<file path="config.mk">
export PLATFORM = sky130hd
export DESIGN_NAME = uiw_uart_irq
export DESIGN_NICKNAME = d
export VERILOG_FILES = /design/src/logic/uiw_pkg.sv /design/src/logic/uiw_uart_irq.sv
export SDC_FILE = /design/constraint.sdc
export NUM_CORES = 1
export LEC_CHECK = 0
export BUFFER_PORTS_ARGS = -buffer_cell sky130_fd_sc_hd__buf_2
export CAP_MARGIN = 20
export CORE_UTILIZATION = 49
export DETAILED_ROUTE_END_ITERATION = 16
export GPL_ROUTABILITY_DRIVEN = 0
export GPL_TIMING_DRIVEN = 0
export PLACE_DENSITY = 0.77
export SETUP_SLACK_MARGIN = 0.05
export SLEW_MARGIN = 30
export SYNTH_ARGS = -nofsm -noshare
export SYNTH_HDL_FRONTEND = slang
export SYNTH_SLANG_ARGS = --single-unit
</file>
<file path="constraint.sdc">
create_clock -name mclk_in -period 1.7 [get_ports mclk_in]
set_clock_uncertainty 0.1 [all_clocks]
set_input_delay 0.085 -clock mclk_in [delete_from_list [all_inputs] [get_ports mclk_in]]
set_output_delay 0.085 -clock mclk_in [all_outputs]
set_load 0.01 [all_outputs]
</file>
<file path="src/logic/uiw_pkg.sv">
// Package with register map, field layouts, reset values and timing for the UART interrupt block.
package uiw_pkg;
  // Avalon word addresses of the registers.
  localparam logic [2:0] UIW_ADDR_STATUS = 3'h0;
  localparam logic [2:0] UIW_ADDR_CTRL_ONE = 3'h1;
  localparam logic [2:0] UIW_ADDR_CTRL_TWO = 3'h2;
  localparam logic [2:0] UIW_ADDR_DATA = 3'h3;
  localparam logic [2:0] UIW_ADDR_BAUD = 3'h4;
  localparam logic [2:0] UIW_ADDR_INTC = 3'h5;

  // Field positions in the status word.
  localparam int UIW_ST_TX_EMPTY = 0;
  localparam int UIW_ST_TX_IDLE = 1;
  localparam int UIW_ST_RX_READY = 2;
  localparam int UIW_ST_OVERRUN = 3;
  localparam int UIW_ST_RX_BIT8 = 4;

  // Field positions in control register one.
  localparam int UIW_C1_NINE_BIT = 6;
  localparam int UIW_C1_PARITY_EN = 5;
  localparam int UIW_C1_UNIT_EN = 7;

  // Field positions in the interrupt control register.
  localparam int UIW_IC_GLOBAL = 0;
  localparam int UIW_IC_SERIAL = 1;

  // Reset values.
  localparam logic [7:0] UIW_CTRL_ONE_RST = 8'h00;
  localparam logic [7:0] UIW_CTRL_TWO_RST = 8'h00;
  localparam logic [7:0] UIW_BAUD_RST = 8'h00;
  localparam logic [1:0] UIW_INTC_RST = 2'h0;

  // Oscillator start-up time after an RX wake-up, and its count at 25 MHz.
  localparam int UIW_CLK_MHZ = 25;
  localparam int UIW_STARTUP_NS = 1000;
  localparam int UIW_STARTUP_CYC = (UIW_STARTUP_NS * UIW_CLK_MHZ + 999) / 1000;
  localparam logic [7:0] UIW_STARTUP_LAST = 8'(UIW_STARTUP_CYC - 1);

  // Control register two, bit 7 down to bit 0.
  typedef struct packed {
    logic tx_empty_ie;
    logic tx_idle_ie;
    logic receiver_enable;
    logic addr_match_enable;
    logic wake_enable;
    logic rx_irq_enable;
    logic spare1;
    logic spare0;
  } uiw_ctrl_two_t;

  // Wake sequence states, Gray coded along run, sleep, start-up.
  typedef enum logic [1:0] {
    UIW_WK_RUN = 2'b00,
    UIW_WK_SLEEP = 2'b01,
    UIW_WK_START = 2'b11
  } uiw_wake_t;
endpackage : uiw_pkg

</file>
<file path="src/logic/uiw_uart_irq.sv">
// UART interrupt gathering, address detect qualifier and RX wake-up logic.
`timescale 1ns/1ns
// Notes on behaviour
// Six interrupt sources: tx empty, tx idle, rx data, overrun, address, wake-up.
// An enabled condition produces a one-cycle active-low interrupt pulse.
// Vector only with global and UART enables set and stack not full.
// Four flagged sources request only when their control-two enable is set.
// Tx sources have own enables; rx data and overrun share one.
// Address detect has no flag but interrupts when enabled and seen.
// With clock off and all enables set, RX falling edge wakes.
// Status flags are read only and survive interrupt entry.
// With address enable set, rx data interrupts only if top bit is one.
// Top bit is bit 8 in nine-bit mode, bit 7 otherwise.
// A word whose top bit is one is an address word.
// With address enable clear, every rx ready raises rx data interrupt.
// Software must also set UART and global enables for address interrupts.
// Software keeps parity disabled while address detect is on.
// Transmission freezes while the UART clock is off.
// Reception pauses while the UART clock is off.
// Sleep leaves status, controls, data and baud registers unchanged.
// Software should finish transfers before sleeping.
// RX data during wake start-up is ignored.
// Wake interrupt needs global and UART enables; else wake only.
// Interrupt is held off until start-up time has elapsed.
// Rx ready clears after status read then data read.
// Overrun requests interrupt when the shared rx enable is set.
// Request is OR of enabled qualified sources, while clock runs.
module uiw_uart_irq
  import uiw_pkg::*;
(
  input wire logic mclk_in,
  input wire logic srst_in,
  input wire logic ce_in,
  input wire logic [2:0] avs_address_in,
  input wire logic avs_read_in,
  input wire logic avs_write_in,
  input wire logic [31:0] avs_writedata_in,
  output logic [31:0] avs_readdata_out,
  output logic avs_waitrequest_out,
  input wire logic fh_off_in,
  input wire logic stack_full_in,
  input wire logic tx_empty_in,
  input wire logic tx_idle_in,
  input wire logic rx_valid_in,
  input wire logic [8:0] rx_word_in,
  input wire logic rx_pin_in,
  output logic [7:0] ctrl_one_out,
  output uiw_ctrl_two_t ctrl_two_out,
  output logic [7:0] baud_divisor_out,
  output logic [7:0] tx_data_out,
  output logic tx_load_out,
  output logic serial_unit_clock_run_out,
  output logic rx_ignore_out,
  output logic wake_out,
  output logic irq_n_out,
  output logic irq_vector_out
);

  // Address bit selection by word length; used for the event and the latch.
  function automatic logic top_bit(input logic [8:0] word, input logic nine);
    top_bit = nine ? word[8] : word[7];
  endfunction : top_bit

  logic [7:0] uart_control_one_reg;
  uiw_ctrl_two_t uart_control_two_reg;
  logic [7:0] baud_divisor_reg;
  logic [1:0] intc_reg;
  logic [8:0] rx_data_reg;
  logic rx_top_reg;
  logic rx_data_ready_flag_reg;
  logic overrun_flag_reg;
  logic status_armed_reg;
  logic [7:0] tx_data_reg;
  logic tx_load_reg;
  logic ack_reg;
  logic [31:0] rdata_reg;
  logic rx_meta_reg;
  logic rx_sync_reg;
  logic rx_prev_reg;
  uiw_wake_t wk_state_reg;
  uiw_wake_t wk_state_next;
  logic [7:0] wk_cnt_reg;
  logic wake_reg;
  logic wake_pend_reg;
  logic req_prev_reg;
  logic irq_n_reg;
  logic vector_reg;

  // Bus decode; one wait state so the read word comes from a flop.
  // Nothing is taken while the clock enable is low, so a frozen bus simply waits.
  wire logic bus_req = avs_read_in | avs_write_in;
  wire logic bus_take = bus_req & ack_reg & ce_in;
  wire logic wr_take = bus_take & avs_write_in;
  wire logic rd_take = bus_take & avs_read_in;
  wire logic sel_status = avs_address_in == UIW_ADDR_STATUS;
  wire logic sel_ctrl_one = avs_address_in == UIW_ADDR_CTRL_ONE;
  wire logic sel_ctrl_two = avs_address_in == UIW_ADDR_CTRL_TWO;
  wire logic sel_data = avs_address_in == UIW_ADDR_DATA;
  wire logic sel_baud = avs_address_in == UIW_ADDR_BAUD;
  wire logic sel_intc = avs_address_in == UIW_ADDR_INTC;
  wire logic global_irq_enable = intc_reg[UIW_IC_GLOBAL];
  wire logic serial_irq_enable = intc_reg[UIW_IC_SERIAL];
  wire logic nine_bit_select = uart_control_one_reg[UIW_C1_NINE_BIT];
  wire logic serial_unit_enable = uart_control_one_reg[UIW_C1_UNIT_EN];

  // Status image; every field is hardware state, nothing software can set.
  logic [31:0] status_word;
  always_comb begin
    status_word = 32'h00000000;
    status_word[UIW_ST_TX_EMPTY] = tx_empty_in;
    status_word[UIW_ST_TX_IDLE] = tx_idle_in;
    status_word[UIW_ST_RX_READY] = rx_data_ready_flag_reg;
    status_word[UIW_ST_OVERRUN] = overrun_flag_reg;
    status_word[UIW_ST_RX_BIT8] = rx_data_reg[8];
  end
  wire logic [31:0] read_mux =
    sel_status ? status_word :
    sel_ctrl_one ? {24'h000000, uart_control_one_reg} :
    sel_ctrl_two ? {24'h000000, uart_control_two_reg} :
    sel_data ? {24'h000000, rx_data_reg[7:0]} :
    sel_baud ? {24'h000000, baud_divisor_reg} :
    sel_intc ? {30'h00000000, intc_reg} : 32'h00000000;

  // Bus handshake flops; frozen with the rest when the clock enable is low.
  always_ff @(posedge mclk_in) begin
    if (srst_in) begin
      ack_reg <= 1'b0;
      rdata_reg <= 32'h00000000;
    end else if (ce_in) begin
      ack_reg <= bus_req & ~ack_reg;
      rdata_reg <= read_mux;
    end
  end

  // Writable registers; sleep has no path into them, so they keep their contents.
  always_ff @(posedge mclk_in) begin
    if (srst_in) begin
      uart_control_one_reg <= UIW_CTRL_ONE_RST;
      uart_control_two_reg <= UIW_CTRL_TWO_RST;
      baud_divisor_reg <= UIW_BAUD_RST;
      intc_reg <= UIW_INTC_RST;
      tx_data_reg <= 8'h00;
      tx_load_reg <= 1'b0;
    end else if (ce_in) begin
      tx_load_reg <= wr_take & sel_data;
      if (wr_take & sel_ctrl_one) uart_control_one_reg <= avs_writedata_in[7:0];
      if (wr_take & sel_ctrl_two) uart_control_two_reg <= avs_writedata_in[7:0];
      if (wr_take & sel_baud) baud_divisor_reg <= avs_writedata_in[7:0];
      if (wr_take & sel_intc) intc_reg <= avs_writedata_in[1:0];
      if (wr_take & sel_data) tx_data_reg <= avs_writedata_in[7:0];
    end
  end

  // Words arriving during wake start-up are dropped before they touch any flag.
  wire logic rx_accept = rx_valid_in & (wk_state_reg != UIW_WK_START);
  wire logic clear_seq = rd_take & sel_data & status_armed_reg;

  // Receive flags; a word arriving with the clearing read wins over the clear.
  // Single-entry buffer: a second word while ready is set only marks the overrun.
  always_ff @(posedge mclk_in) begin
    if (srst_in) begin
      rx_data_reg <= 9'h000;
      rx_top_reg <= 1'b0;
      rx_data_ready_flag_reg <= 1'b0;
      overrun_flag_reg <= 1'b0;
      status_armed_reg <= 1'b0;
    end else if (ce_in) begin
      if (rd_take & sel_status) status_armed_reg <= 1'b1;
      else if (rd_take & sel_data) status_armed_reg <= 1'b0;
      if (rx_accept & rx_data_ready_flag_reg & ~clear_seq) begin
        overrun_flag_reg <= 1'b1;
      end else if (clear_seq) begin
        overrun_flag_reg <= 1'b0;
      end
      if (rx_accept) begin
        rx_data_ready_flag_reg <= 1'b1;
      end else if (clear_seq) begin
        rx_data_ready_flag_reg <= 1'b0;
      end
      if (rx_accept & (~rx_data_ready_flag_reg | clear_seq)) begin
        rx_data_reg <= rx_word_in;
        rx_top_reg <= top_bit(rx_word_in, nine_bit_select); // see R10
      end
    end
  end

  // RX pin synchroniser; only the second flop and its delayed copy are read.
  // The flops reset to the idle mark level so no false fall follows a reset.
  always_ff @(posedge mclk_in) begin
    if (srst_in) begin
      rx_meta_reg <= 1'b1;
      rx_sync_reg <= 1'b1;
      rx_prev_reg <= 1'b1;
    end else if (ce_in) begin
      rx_meta_reg <= rx_pin_in;
      rx_sync_reg <= rx_meta_reg;
      rx_prev_reg <= rx_sync_reg;
    end
  end

  wire logic rx_fall = rx_prev_reg & ~rx_sync_reg;
  wire logic wake_armed = fh_off_in & serial_unit_enable & uart_control_two_reg.receiver_enable
    & uart_control_two_reg.rx_irq_enable & uart_control_two_reg.wake_enable;
  wire logic startup_done = wk_cnt_reg == UIW_STARTUP_LAST;
  wire logic wake_irq_ok = global_irq_enable & serial_irq_enable;

  // Wake sequence: sleep waits for an RX fall, start-up counts the oscillator time.
  // Leaving sleep when an enable drops keeps a stale arm from waking later.
  always_comb begin
    wk_state_next = wk_state_reg;
    case (wk_state_reg)
      UIW_WK_RUN: begin
        if (wake_armed) wk_state_next = UIW_WK_SLEEP;
      end
      UIW_WK_SLEEP: begin
        if (!wake_armed) wk_state_next = UIW_WK_RUN;
        else if (rx_fall) wk_state_next = UIW_WK_START;
      end
      UIW_WK_START: begin
        if (startup_done) wk_state_next = UIW_WK_RUN;
      end
      default: begin
        wk_state_next = UIW_WK_RUN;
      end
    endcase
  end

  // Wake state flops and the start-up counter.
  // The pending request lasts one cycle and is lost if the clock is still off then.
  always_ff @(posedge mclk_in) begin
    if (srst_in) begin
      wk_state_reg <= UIW_WK_RUN;
      wk_cnt_reg <= 8'h00;
      wake_reg <= 1'b0;
      wake_pend_reg <= 1'b0;
    end else if (ce_in) begin
      wk_state_reg <= wk_state_next;
      wake_reg <= (wk_state_reg == UIW_WK_SLEEP) & (wk_state_next == UIW_WK_START);
      wk_cnt_reg <= (wk_state_reg == UIW_WK_START) ? wk_cnt_reg + 8'h01 : 8'h00;
      wake_pend_reg <= (wk_state_reg == UIW_WK_START) & startup_done & wake_irq_ok;
    end
  end

  // Interrupt sources; the address event itself carries no flag.
  wire logic clock_runs = ~fh_off_in & (wk_state_reg != UIW_WK_START);
  wire logic src_tx_empty = tx_empty_in & uart_control_two_reg.tx_empty_ie; // see R4
  wire logic src_tx_idle = tx_idle_in & uart_control_two_reg.tx_idle_ie;
  wire logic src_avail = rx_data_ready_flag_reg & uart_control_two_reg.rx_irq_enable
    & (~uart_control_two_reg.addr_match_enable | rx_top_reg); // see R9
  wire logic src_ovr = overrun_flag_reg & uart_control_two_reg.rx_irq_enable;
  wire logic src_addr = rx_accept & uart_control_two_reg.addr_match_enable
    & top_bit(rx_word_in, nine_bit_select);
  wire logic uart_req = clock_runs & (src_tx_empty | src_tx_idle | src_avail
    | src_ovr | src_addr | wake_pend_reg); // see R1
  wire logic vector_ok = global_irq_enable & serial_irq_enable & ~stack_full_in;

  // Request edge becomes a single low pulse; the vector follows the core gates.
  // A request that stays high interrupts once; uart_req must fall before it can pulse again.
  always_ff @(posedge mclk_in) begin
    if (srst_in) begin
      req_prev_reg <= 1'b0;
      irq_n_reg <= 1'b1;
      vector_reg <= 1'b0;
    end else if (ce_in) begin
      req_prev_reg <= uart_req;
      irq_n_reg <= ~(uart_req & ~req_prev_reg);
      vector_reg <= uart_req & ~req_prev_reg & vector_ok;
    end
  end

  // Outputs; the clock run flag pauses the shifters mid-word.
  assign avs_waitrequest_out = bus_req & ~(ack_reg & ce_in);
  assign avs_readdata_out = rdata_reg;
  assign ctrl_one_out = uart_control_one_reg;
  assign ctrl_two_out = uart_control_two_reg;
  assign baud_divisor_out = baud_divisor_reg;
  assign tx_data_out = tx_data_reg;
  assign tx_load_out = tx_load_reg;
  assign serial_unit_clock_run_out = ce_in & ~fh_off_in; // see R15
  assign rx_ignore_out = wk_state_reg == UIW_WK_START;
  assign wake_out = wake_reg;
  assign irq_n_out = irq_n_reg;
  assign irq_vector_out = vector_reg;

  // Checks on the design's own outputs and state.
  chk_irq_low_pulse: assert property (@(posedge mclk_in) disable iff (srst_in)
    (!irq_n_out && ce_in) |=> irq_n_out) else $error("irq low longer than one cycle");
  chk_vector_gates: assert property (@(posedge mclk_in) disable iff (srst_in)
    irq_vector_out |-> !irq_n_out && $past(vector_ok)) else $error("vector without gates");
  chk_status_readonly: assert property (@(posedge mclk_in) disable iff (srst_in)
    (wr_take && sel_status && !rx_accept && !clear_seq) |=> $stable(rx_data_ready_flag_reg)
    && $stable(overrun_flag_reg)) else $error("status changed by a write");
  chk_ready_clear_seq: assert property (@(posedge mclk_in) disable iff (srst_in)
    (rx_data_ready_flag_reg && rd_take && sel_data && !status_armed_reg) |=>
    rx_data_ready_flag_reg) else $error("ready cleared without status read");
  chk_addr_qualifier: assert property (@(posedge mclk_in) disable iff (srst_in)
    (uart_control_two_reg.addr_match_enable && !rx_top_reg && !src_tx_empty && !src_tx_idle
    && !src_ovr && !src_addr && !wake_pend_reg) |-> !uart_req)
    else $error("data word raised interrupt in address mode");
  chk_overrun_irq: assert property (@(posedge mclk_in) disable iff (srst_in)
    (overrun_flag_reg && uart_control_two_reg.rx_irq_enable && clock_runs) |-> uart_req)
    else $error("overrun did not request");
  chk_startup_hold: assert property (@(posedge mclk_in) disable iff (srst_in)
    (wk_state_reg == UIW_WK_START) |-> irq_n_out && rx_ignore_out)
    else $error("interrupt or data during start-up");
  chk_startup_length: assert property (@(posedge mclk_in) disable iff (srst_in)
    (wake_out && ce_in) |-> ##[0:30] (wk_state_reg == UIW_WK_RUN))
    else $error("start-up did not end");
  chk_wake_gate: assert property (@(posedge mclk_in) disable iff (srst_in)
    wake_pend_reg |-> $past(wake_irq_ok)) else $error("wake irq without enables");
  chk_freeze: assert property (@(posedge mclk_in) disable iff (srst_in)
    !ce_in |=> $stable(wk_state_reg) && $stable(rx_data_reg) && $stable(irq_n_out))
    else $error("state moved while frozen");
  chk_fall_wakes: assert property (@(posedge mclk_in) disable iff (srst_in)
    (wk_state_reg == UIW_WK_SLEEP && wake_armed && rx_fall && ce_in) |=> wake_out)
    else $error("RX fall did not wake");

  // Source gating, pulse origin and the start-up drop.
  chk_wake_armed: assert property (@(posedge mclk_in) disable iff (srst_in)
    (wake_out && $past(ce_in)) |-> $past(wake_armed)) else $error("wake while not armed");
  chk_avail_irq: assert property (@(posedge mclk_in) disable iff (srst_in)
    (rx_data_ready_flag_reg && uart_control_two_reg.rx_irq_enable && clock_runs
    && !uart_control_two_reg.addr_match_enable) |-> uart_req)
    else $error("ready flag did not request");
  chk_tx_masked: assert property (@(posedge mclk_in) disable iff (srst_in)
    (!uart_control_two_reg.tx_empty_ie && !uart_control_two_reg.tx_idle_ie && !src_avail
    && !src_ovr && !src_addr && !wake_pend_reg) |-> !uart_req)
    else $error("masked transmit source raised interrupt");
  chk_pulse_edge: assert property (@(posedge mclk_in) disable iff (srst_in)
    ($fell(irq_n_out) && $past(ce_in)) |-> $past(uart_req) && !$past(req_prev_reg))
    else $error("interrupt pulse without request edge");
  chk_ignore_drop: assert property (@(posedge mclk_in) disable iff (srst_in)
    (rx_ignore_out && rx_valid_in && ce_in && !clear_seq) |=> $stable(rx_data_reg)
    && $stable(overrun_flag_reg)) else $error("word taken during start-up");

  // Scenario covers.
  cov_wake_irq: cover property (@(posedge mclk_in) wake_out ##[1:40] !irq_n_out);
  cov_wake_masked: cover property (@(posedge mclk_in) wake_out && !wake_irq_ok);
  cov_overrun: cover property (@(posedge mclk_in) $rose(overrun_flag_reg));
  cov_addr_event: cover property (@(posedge mclk_in) src_addr ##1 !irq_n_reg);
  cov_clear_seq: cover property (@(posedge mclk_in) clear_seq && rx_data_ready_flag_reg);
endmodule : uiw_uart_irq

</file>
======== After elaboration in Yosys (flattened, before gate mapping) ========
Index checks and enable logic that the tools add are counted.
operators by class
  add/subtract/negate cells ............... 1
  multiply operators ...................... 0
  divide/modulo/power cells ............... 0
  order comparisons ....................... 0
  equality and inequality tests ........... 10
  shifts and indexed selects .............. 0
  multiplexer cells ....................... 18
  bitwise gates (word level) .............. 59
  reductions and logical operators ........ 14
operator list
  kind                                           count
  2-to-1 mux 8 bit                               6
  bitwise AND 1 bit                              41
  AND reduction 2 bit                            9
  2-to-1 mux 2 bit                               5
  NOT 1 bit                                      10
  adder 8 x 1 -> 8 bit, second input constant    1
  == test 8 x 5 -> 1 bit, second input constant  1
  bitwise OR 1 bit                               8
  == test 3 x 2 -> 1 bit, second input constant  2
  == test 3 bit, second input constant           2
  2-to-1 mux 1 bit                               6
  one-hot mux 2 bit (3 select lines)             1
  nonzero test 2 bit                             3
  == test 2 bit, second input constant           2
  == test 3 x 1 -> 1 bit, second input constant  1
  zero test 3 bit                                1
  == test 2 x 1 -> 1 bit, second input constant  1
  zero test 2 bit                                1
  != test 2 bit, second input constant           1
storage, ports and cells
  register bits after elaboration ......... 99
  latch bits .............................. 0
  memory bits (writable) .................. 0
  ROM bits ................................ 0
  input bits .............................. 55
  output and inout port bits .............. 71
  word-level logic and storage cells ...... 132
  memories ................................ 0

======== Depth between registers and ports, before layout ========
  word-level depth ........................ 10
  gate-level depth with buffers ........... 8
  mapped depth without buffers ............ 6

======== Least setup slack after synthesis ========
No wires, ideal clock.
  path kind ............................... reg2reg
  start ................................... register ack_reg
  end ..................................... register tx_data_reg[0], in the netlist tx_data_out[0]
  library setup time ...................... 0.128 ns
  data arrival time ....................... 1.210 ns
  data required time ...................... 1.472 ns
  path slack .............................. 0.262 ns
  cell stages (with the launch flop) ...... 6
  path buffers ............................ 0
  period minus slack after synthesis ...... 1.438 ns
  path through ............................ dfxtp_1 -> and3_1 -> nand2_1 -> nor2_4 -> mux2i_1 -> nor2_1
between the ends
  cells in the longest elaborated chain, start to end .. 5
ends and longest elaborated chain
  element                          line                 source
  start, declared                  uiw_uart_irq.sv:75   logic ack_reg;
  start signal, assigned           uiw_uart_irq.sv:130  ack_reg <= bus_req & ~ack_reg;
  bitwise AND 1 bit (2 in series)  uiw_uart_irq.sv:92   wire logic bus_take = bus_req & ack_reg & ce_in;
  bitwise AND 1 bit                uiw_uart_irq.sv:93   wire logic wr_take = bus_take & avs_write_in;
  bitwise AND 1 bit                uiw_uart_irq.sv:150  if (wr_take & sel_data) tx_data_reg <= avs_writedata_in[7:0];
  AND reduction 2 bit (no line)    -
  end signal, assigned             uiw_uart_irq.sv:150
  end, declared                    uiw_uart_irq.sv:73   logic [7:0] tx_data_reg;
Every way passes these cells.
A chain may end at the register's enable or synchronous reset.

======== Worst setup path in the final report ========
  start ................................... register uart_control_one_reg[6], in the netlist ctrl_one_out[6]
  end ..................................... register vector_reg, in the netlist irq_vector_out
between the ends
  cells in the longest elaborated chain, start to end .. 7
ends and longest elaborated chain
  element                          line                 source
  start, declared                  uiw_uart_irq.sv:64   logic [7:0] uart_control_one_reg;
  start signal, assigned           uiw_uart_irq.sv:146  if (wr_take & sel_ctrl_one) uart_control_one_reg <= avs_writedata_in[7:0];
  2-to-1 mux 1 bit                 uiw_uart_irq.sv:61   top_bit = nine ? word[8] : word[7];
  bitwise AND 1 bit                uiw_uart_irq.sv:252  & top_bit(rx_word_in, nine_bit_select);
  bitwise OR 1 bit (2 in series)   uiw_uart_irq.sv:254  | src_ovr | src_addr | wake_pend_reg);
  bitwise AND 1 bit                uiw_uart_irq.sv:253  wire logic uart_req = clock_runs & (src_tx_empty | src_tx_idle | src_avail
  bitwise AND 1 bit (2 in series)  uiw_uart_irq.sv:267  vector_reg <= uart_req & ~req_prev_reg & vector_ok;
  end signal, assigned             uiw_uart_irq.sv:267
  end, declared                    uiw_uart_irq.sv:87   logic vector_reg;
Every way passes these cells.

==> impl_metrics.py <==
metrics = {
    "run_status": {
        "status": "complete, no violations",
    },
    "setup_path": {
        "crit_fanout": 4,
        "crit_path_cell_trace": "mux2_2 > nand4_1 > o211ai_1 > nand4_1 > o21ai_0",
        "arrival_ns": 1.73,
        "max_stage_delay_ns": 0.47,
        "worst_path_most_repeated_cell": "nand4_1",
        "crit_path_end_kind": "flip-flop",
        "critPathSlowestCell": "dfxtp_1",
        "start_kind": "flip-flop",
        "cp.required_ns": 1.83,
        "critPathKind": "flip-flop to flip-flop",
    },
    "pwr": {
        "p_total_mw": 3.717,
        "peakVddDrop_v": 0.0006169,
        "power_density_mw_per_mm2": 824.8,
        "cellLeakagePower_nw": 2.109,
    },
    "sta": {
        "worst_hold_slack_ns": 0.03504,
        "slew_headroom_pct": 61.53,
        "final-max-slew-violation-count": 0,
        "setup_viol": 0,
        "fin_setup_tns_ns": 0,
        "period_needed_ns": 1.603,
        "grt_setup_unrepaired": "no",
        "finalHoldViolCount": 0,
        "period_share_pct": 94.31,
        "tightestPinTransition_ns": 0.5770,
        "max_freq_mhz": 623.7,
    },
    "global_route": {
        "grt-ovfl-total": 0,
        "grt_pass1_wl_um": 14460,
        "antenna_found_initial": 0,
        "grt_usage_pct": 25.93,
        "grt_pass1_vias": 2945,
        "grt_max_degree": 14,
    },
    "floorplan": {
        "start_util_pct": 50.87,
        "ios": 126,
        "die_h_um": 85.98,
        "fp-row-count": 30,
        "fp.coreArea_mm2": 0.006794,
        "die_area_mm2": 0.007393,
        "fp.dieW_um": 85.98,
    },
    "cells_and_area": {
        "drive_gt1_share_pct": 26.76,
        "stdcell_count": 623,
        "largest_reg_flops": 9,
        "stdcell_area_mm2": 0.004507,
        "fillCellCount": 591,
        "fin_nets": 579,
        "syn_to_final_growth_pct": 30.41,
        "ff_latch_area_mm2": 0.001503,
        "multi_input_area_mm2": 0.001727,
        "diodes": 0,
    },
    "synth": {
        "yosysTopAreaCell": "dfxtp_1",
        "synth_top_cells_by_area": "dfxtp_1 43%, mux2i_1 10%, nor2_1 6.1%",
        "synth_area_mm2": 0.003456,
        "post_synth_num_cell_types": 43,
        "avgSynthCellArea_um2": 8.838,
        "synth_flop_cell": "dfxtp_1",
        "synth-seq-area-share_pct": 43.45,
        "yosys_warnings": 0,
        "yosysTopAreaCellShare_pct": 43.45,
        "ys_async_sr_fraction_pct": 0,
        "synthCells": 391,
        "synth-seq-cells": 75,
        "synth_edf_count": 0,
    },
    "route": {
        "drt_iter0_markers": 240,
        "routedWlPerCell_um": 15.22,
        "wl_um": 9481,
        "first_pass_iters": 6,
        "viasPerCell": 5.316,
        "ant_nets": 0,
        "routed-via-count": 3312,
        "drc_errors": 0,
    },
    "clocking": {
        "htree_levels": 3,
        "numCtsBuffers": 9,
        "clock_sinks": 75,
        "clockRootBuffer": "clkbuf_8",
        "worstSkewPairLatency_ns": 0.36,
        "clkTransAtPathRegs_ns": 0.08,
        "cts_tree": "built",
        "cts_max_path_buffers": 2,
    },
    "place": {
        "io_buffer_count": 74,
        "dp_hpwl_um": 6976,
        "dpl_cell_area_mm2": 0.004033,
        "dpl.cell_count": 584,
    },
    "job": {
        "maxCapViolations": 0,
    },
    "worst_hold_path": {
        "min_path_type": "input port to flip-flop",
    },
}
==> per-layer routing <==
layer / share of wire, % / track usage (%) / vias to the layer above
met1: 42 / 32.71 / 1546
li1: - / - / 1573
met2: 48 / 42.64 / 168
met4: 2.2 / 8.939 / 0
met3: 8.0 / 7.122 / 25
met5: 0 / 0 / -
==> cell usage in the layout (no fill, tap or decap), drive strengths merged, types with 2 or more instances in the layout <==
| cell type | Yosys | routed |
|---|---|---|
| buf | 39 | 114 |
| dlygate4sd3 | 0 | 21 |
| o211ai | 4 | 4 |
| mux2 | 2 | 2 |
| dfxtp | 75 | 75 |
| clkinv | 0 | 3 |
| nand3 | 13 | 13 |
| conb | 1 | 24 |
| xor2 | 4 | 4 |
| inv | 8 | 8 |
| a211oi | 2 | 2 |
| a221oi | 3 | 3 |
| o22ai | 5 | 5 |
| nand2 | 38 | 38 |
| o21ai | 8 | 8 |
| or3 | 3 | 3 |
| nor3 | 6 | 6 |
| clkbuf | 7 | 18 |
| and3 | 4 | 4 |
| bufinv | 0 | 2 |
| a21oi | 31 | 31 |
| nand4 | 6 | 6 |
| a211o | 3 | 3 |
| nor2 | 57 | 57 |
| ha | 2 | 2 |
| nand2b | 7 | 7 |
| nor2b | 9 | 9 |
| mux2i | 35 | 35 |
| nor4 | 3 | 3 |
| mux4 | 3 | 3 |
| a22oi | 5 | 5 |
==> path summary, 6_finish.rpt <==
| check | from | endpoint | slack, ns | cells after the start |
|---|---|---|---|---|
| setup / recovery | ctrl_one_out[6]$_SDFFE_PP0P_ | irq_vector_out$_SDFFE_PP0P_ | 0.1 | 5 |
| hold / removal | srst_in | avs_readdata_out[7]$_SDFFE_PP0P_ | 0.04 | 4 |
| setup reg to reg | ctrl_one_out[6]$_SDFFE_PP0P_ | irq_vector_out$_SDFFE_PP0P_ | 0.1 | 5 |
| hold reg to reg | avs_readdata_out[7]$_SDFFE_PP0P_ | avs_readdata_out[7]$_SDFFE_PP0P_ | 0.34 | 2 |
==> worst max-delay path: cells and delay by family (launching register included) <==
kind,cells,cell delay [ns]
compound gates,2,0.23
simple gates,2,0.29
mux,1,0.39
flops,1,0.47
==> synthesized netlist by cell type, types with 2 or more instances <==
cell	instances
a22oi_1	5
clkbuf_1	7
mux2i_1	35
and3_1	4
nand4_1	6
a211oi_1	2
buf_1	3
nand2b_1	6
nor2b_1	9
o21ai_0	8
ha_1	2
nor3_1	6
dfxtp_1	75
o22ai_1	5
a211o_1	3
a221oi_1	3
inv_1	8
nand2_1	37
buf_6	3
buf_2	8
or3_1	3
o211ai_1	4
mux2_2	2
nand3_1	12
buf_4	25
mux4_2	3
nor2_1	56
a21oi_1	31
xor2_1	4
nor4_1	3
==> power breakdown <==
group	internal (mW)	switching [mW]
Combinational	0.184	0.218
Clock	0.829	0.675
Sequential	1.79	0.0241
Total	2.80	0.917
==> cell families after synthesis <==
group,Yosys count,share of synthesized area (%)
muxes,40,12.74
buffers and inverters,54,9.522
and+or+nand+nor,147,19.84
adders and majority gates,2,0.7240
xor gates and xnor gates,4,1.014
other,1,0.1085
DFF,75,43.45
AOI/OAI and AO/OA,68,12.60
==> repair_timing <==
| item | 4_1_cts | 5_1_grt |
|---|---|---|
| endpoints found under the setup margin | 8 | 14 |
| pin swaps | 1 | 0 |
| endpoints found under the hold margin | 46 | 0 |
| gates resized for setup | 0 | 6 |
| gates cloned | 0 | 0 |
| hold buffers | 21 | 0 |
| buffers inserted | 2 | 0 |
==> stage by stage <==
stage,worst slack [ns],utilization (%)
3_3_place_gp,0.01971,59.36
5_1_grt,0.06620,66.34
3_5_place_dp,0.008181,59.36
2_1_floorplan,0.2620,-
4_1_cts,0.09357,66.06
6_report,0.09670,66.34
==> area by class of cell <==
class                      instances  area share, %
timing repair buffer              97          13.49
multi-input combinational        285          38.31
tap                               96          2.665
clock inverter                     6          1.999
sequential                        75          33.34
buffer                            46          6.691
clock buffer                      10          2.832
inverter                           8         0.6663
Power figures use the tool's default switching activity.
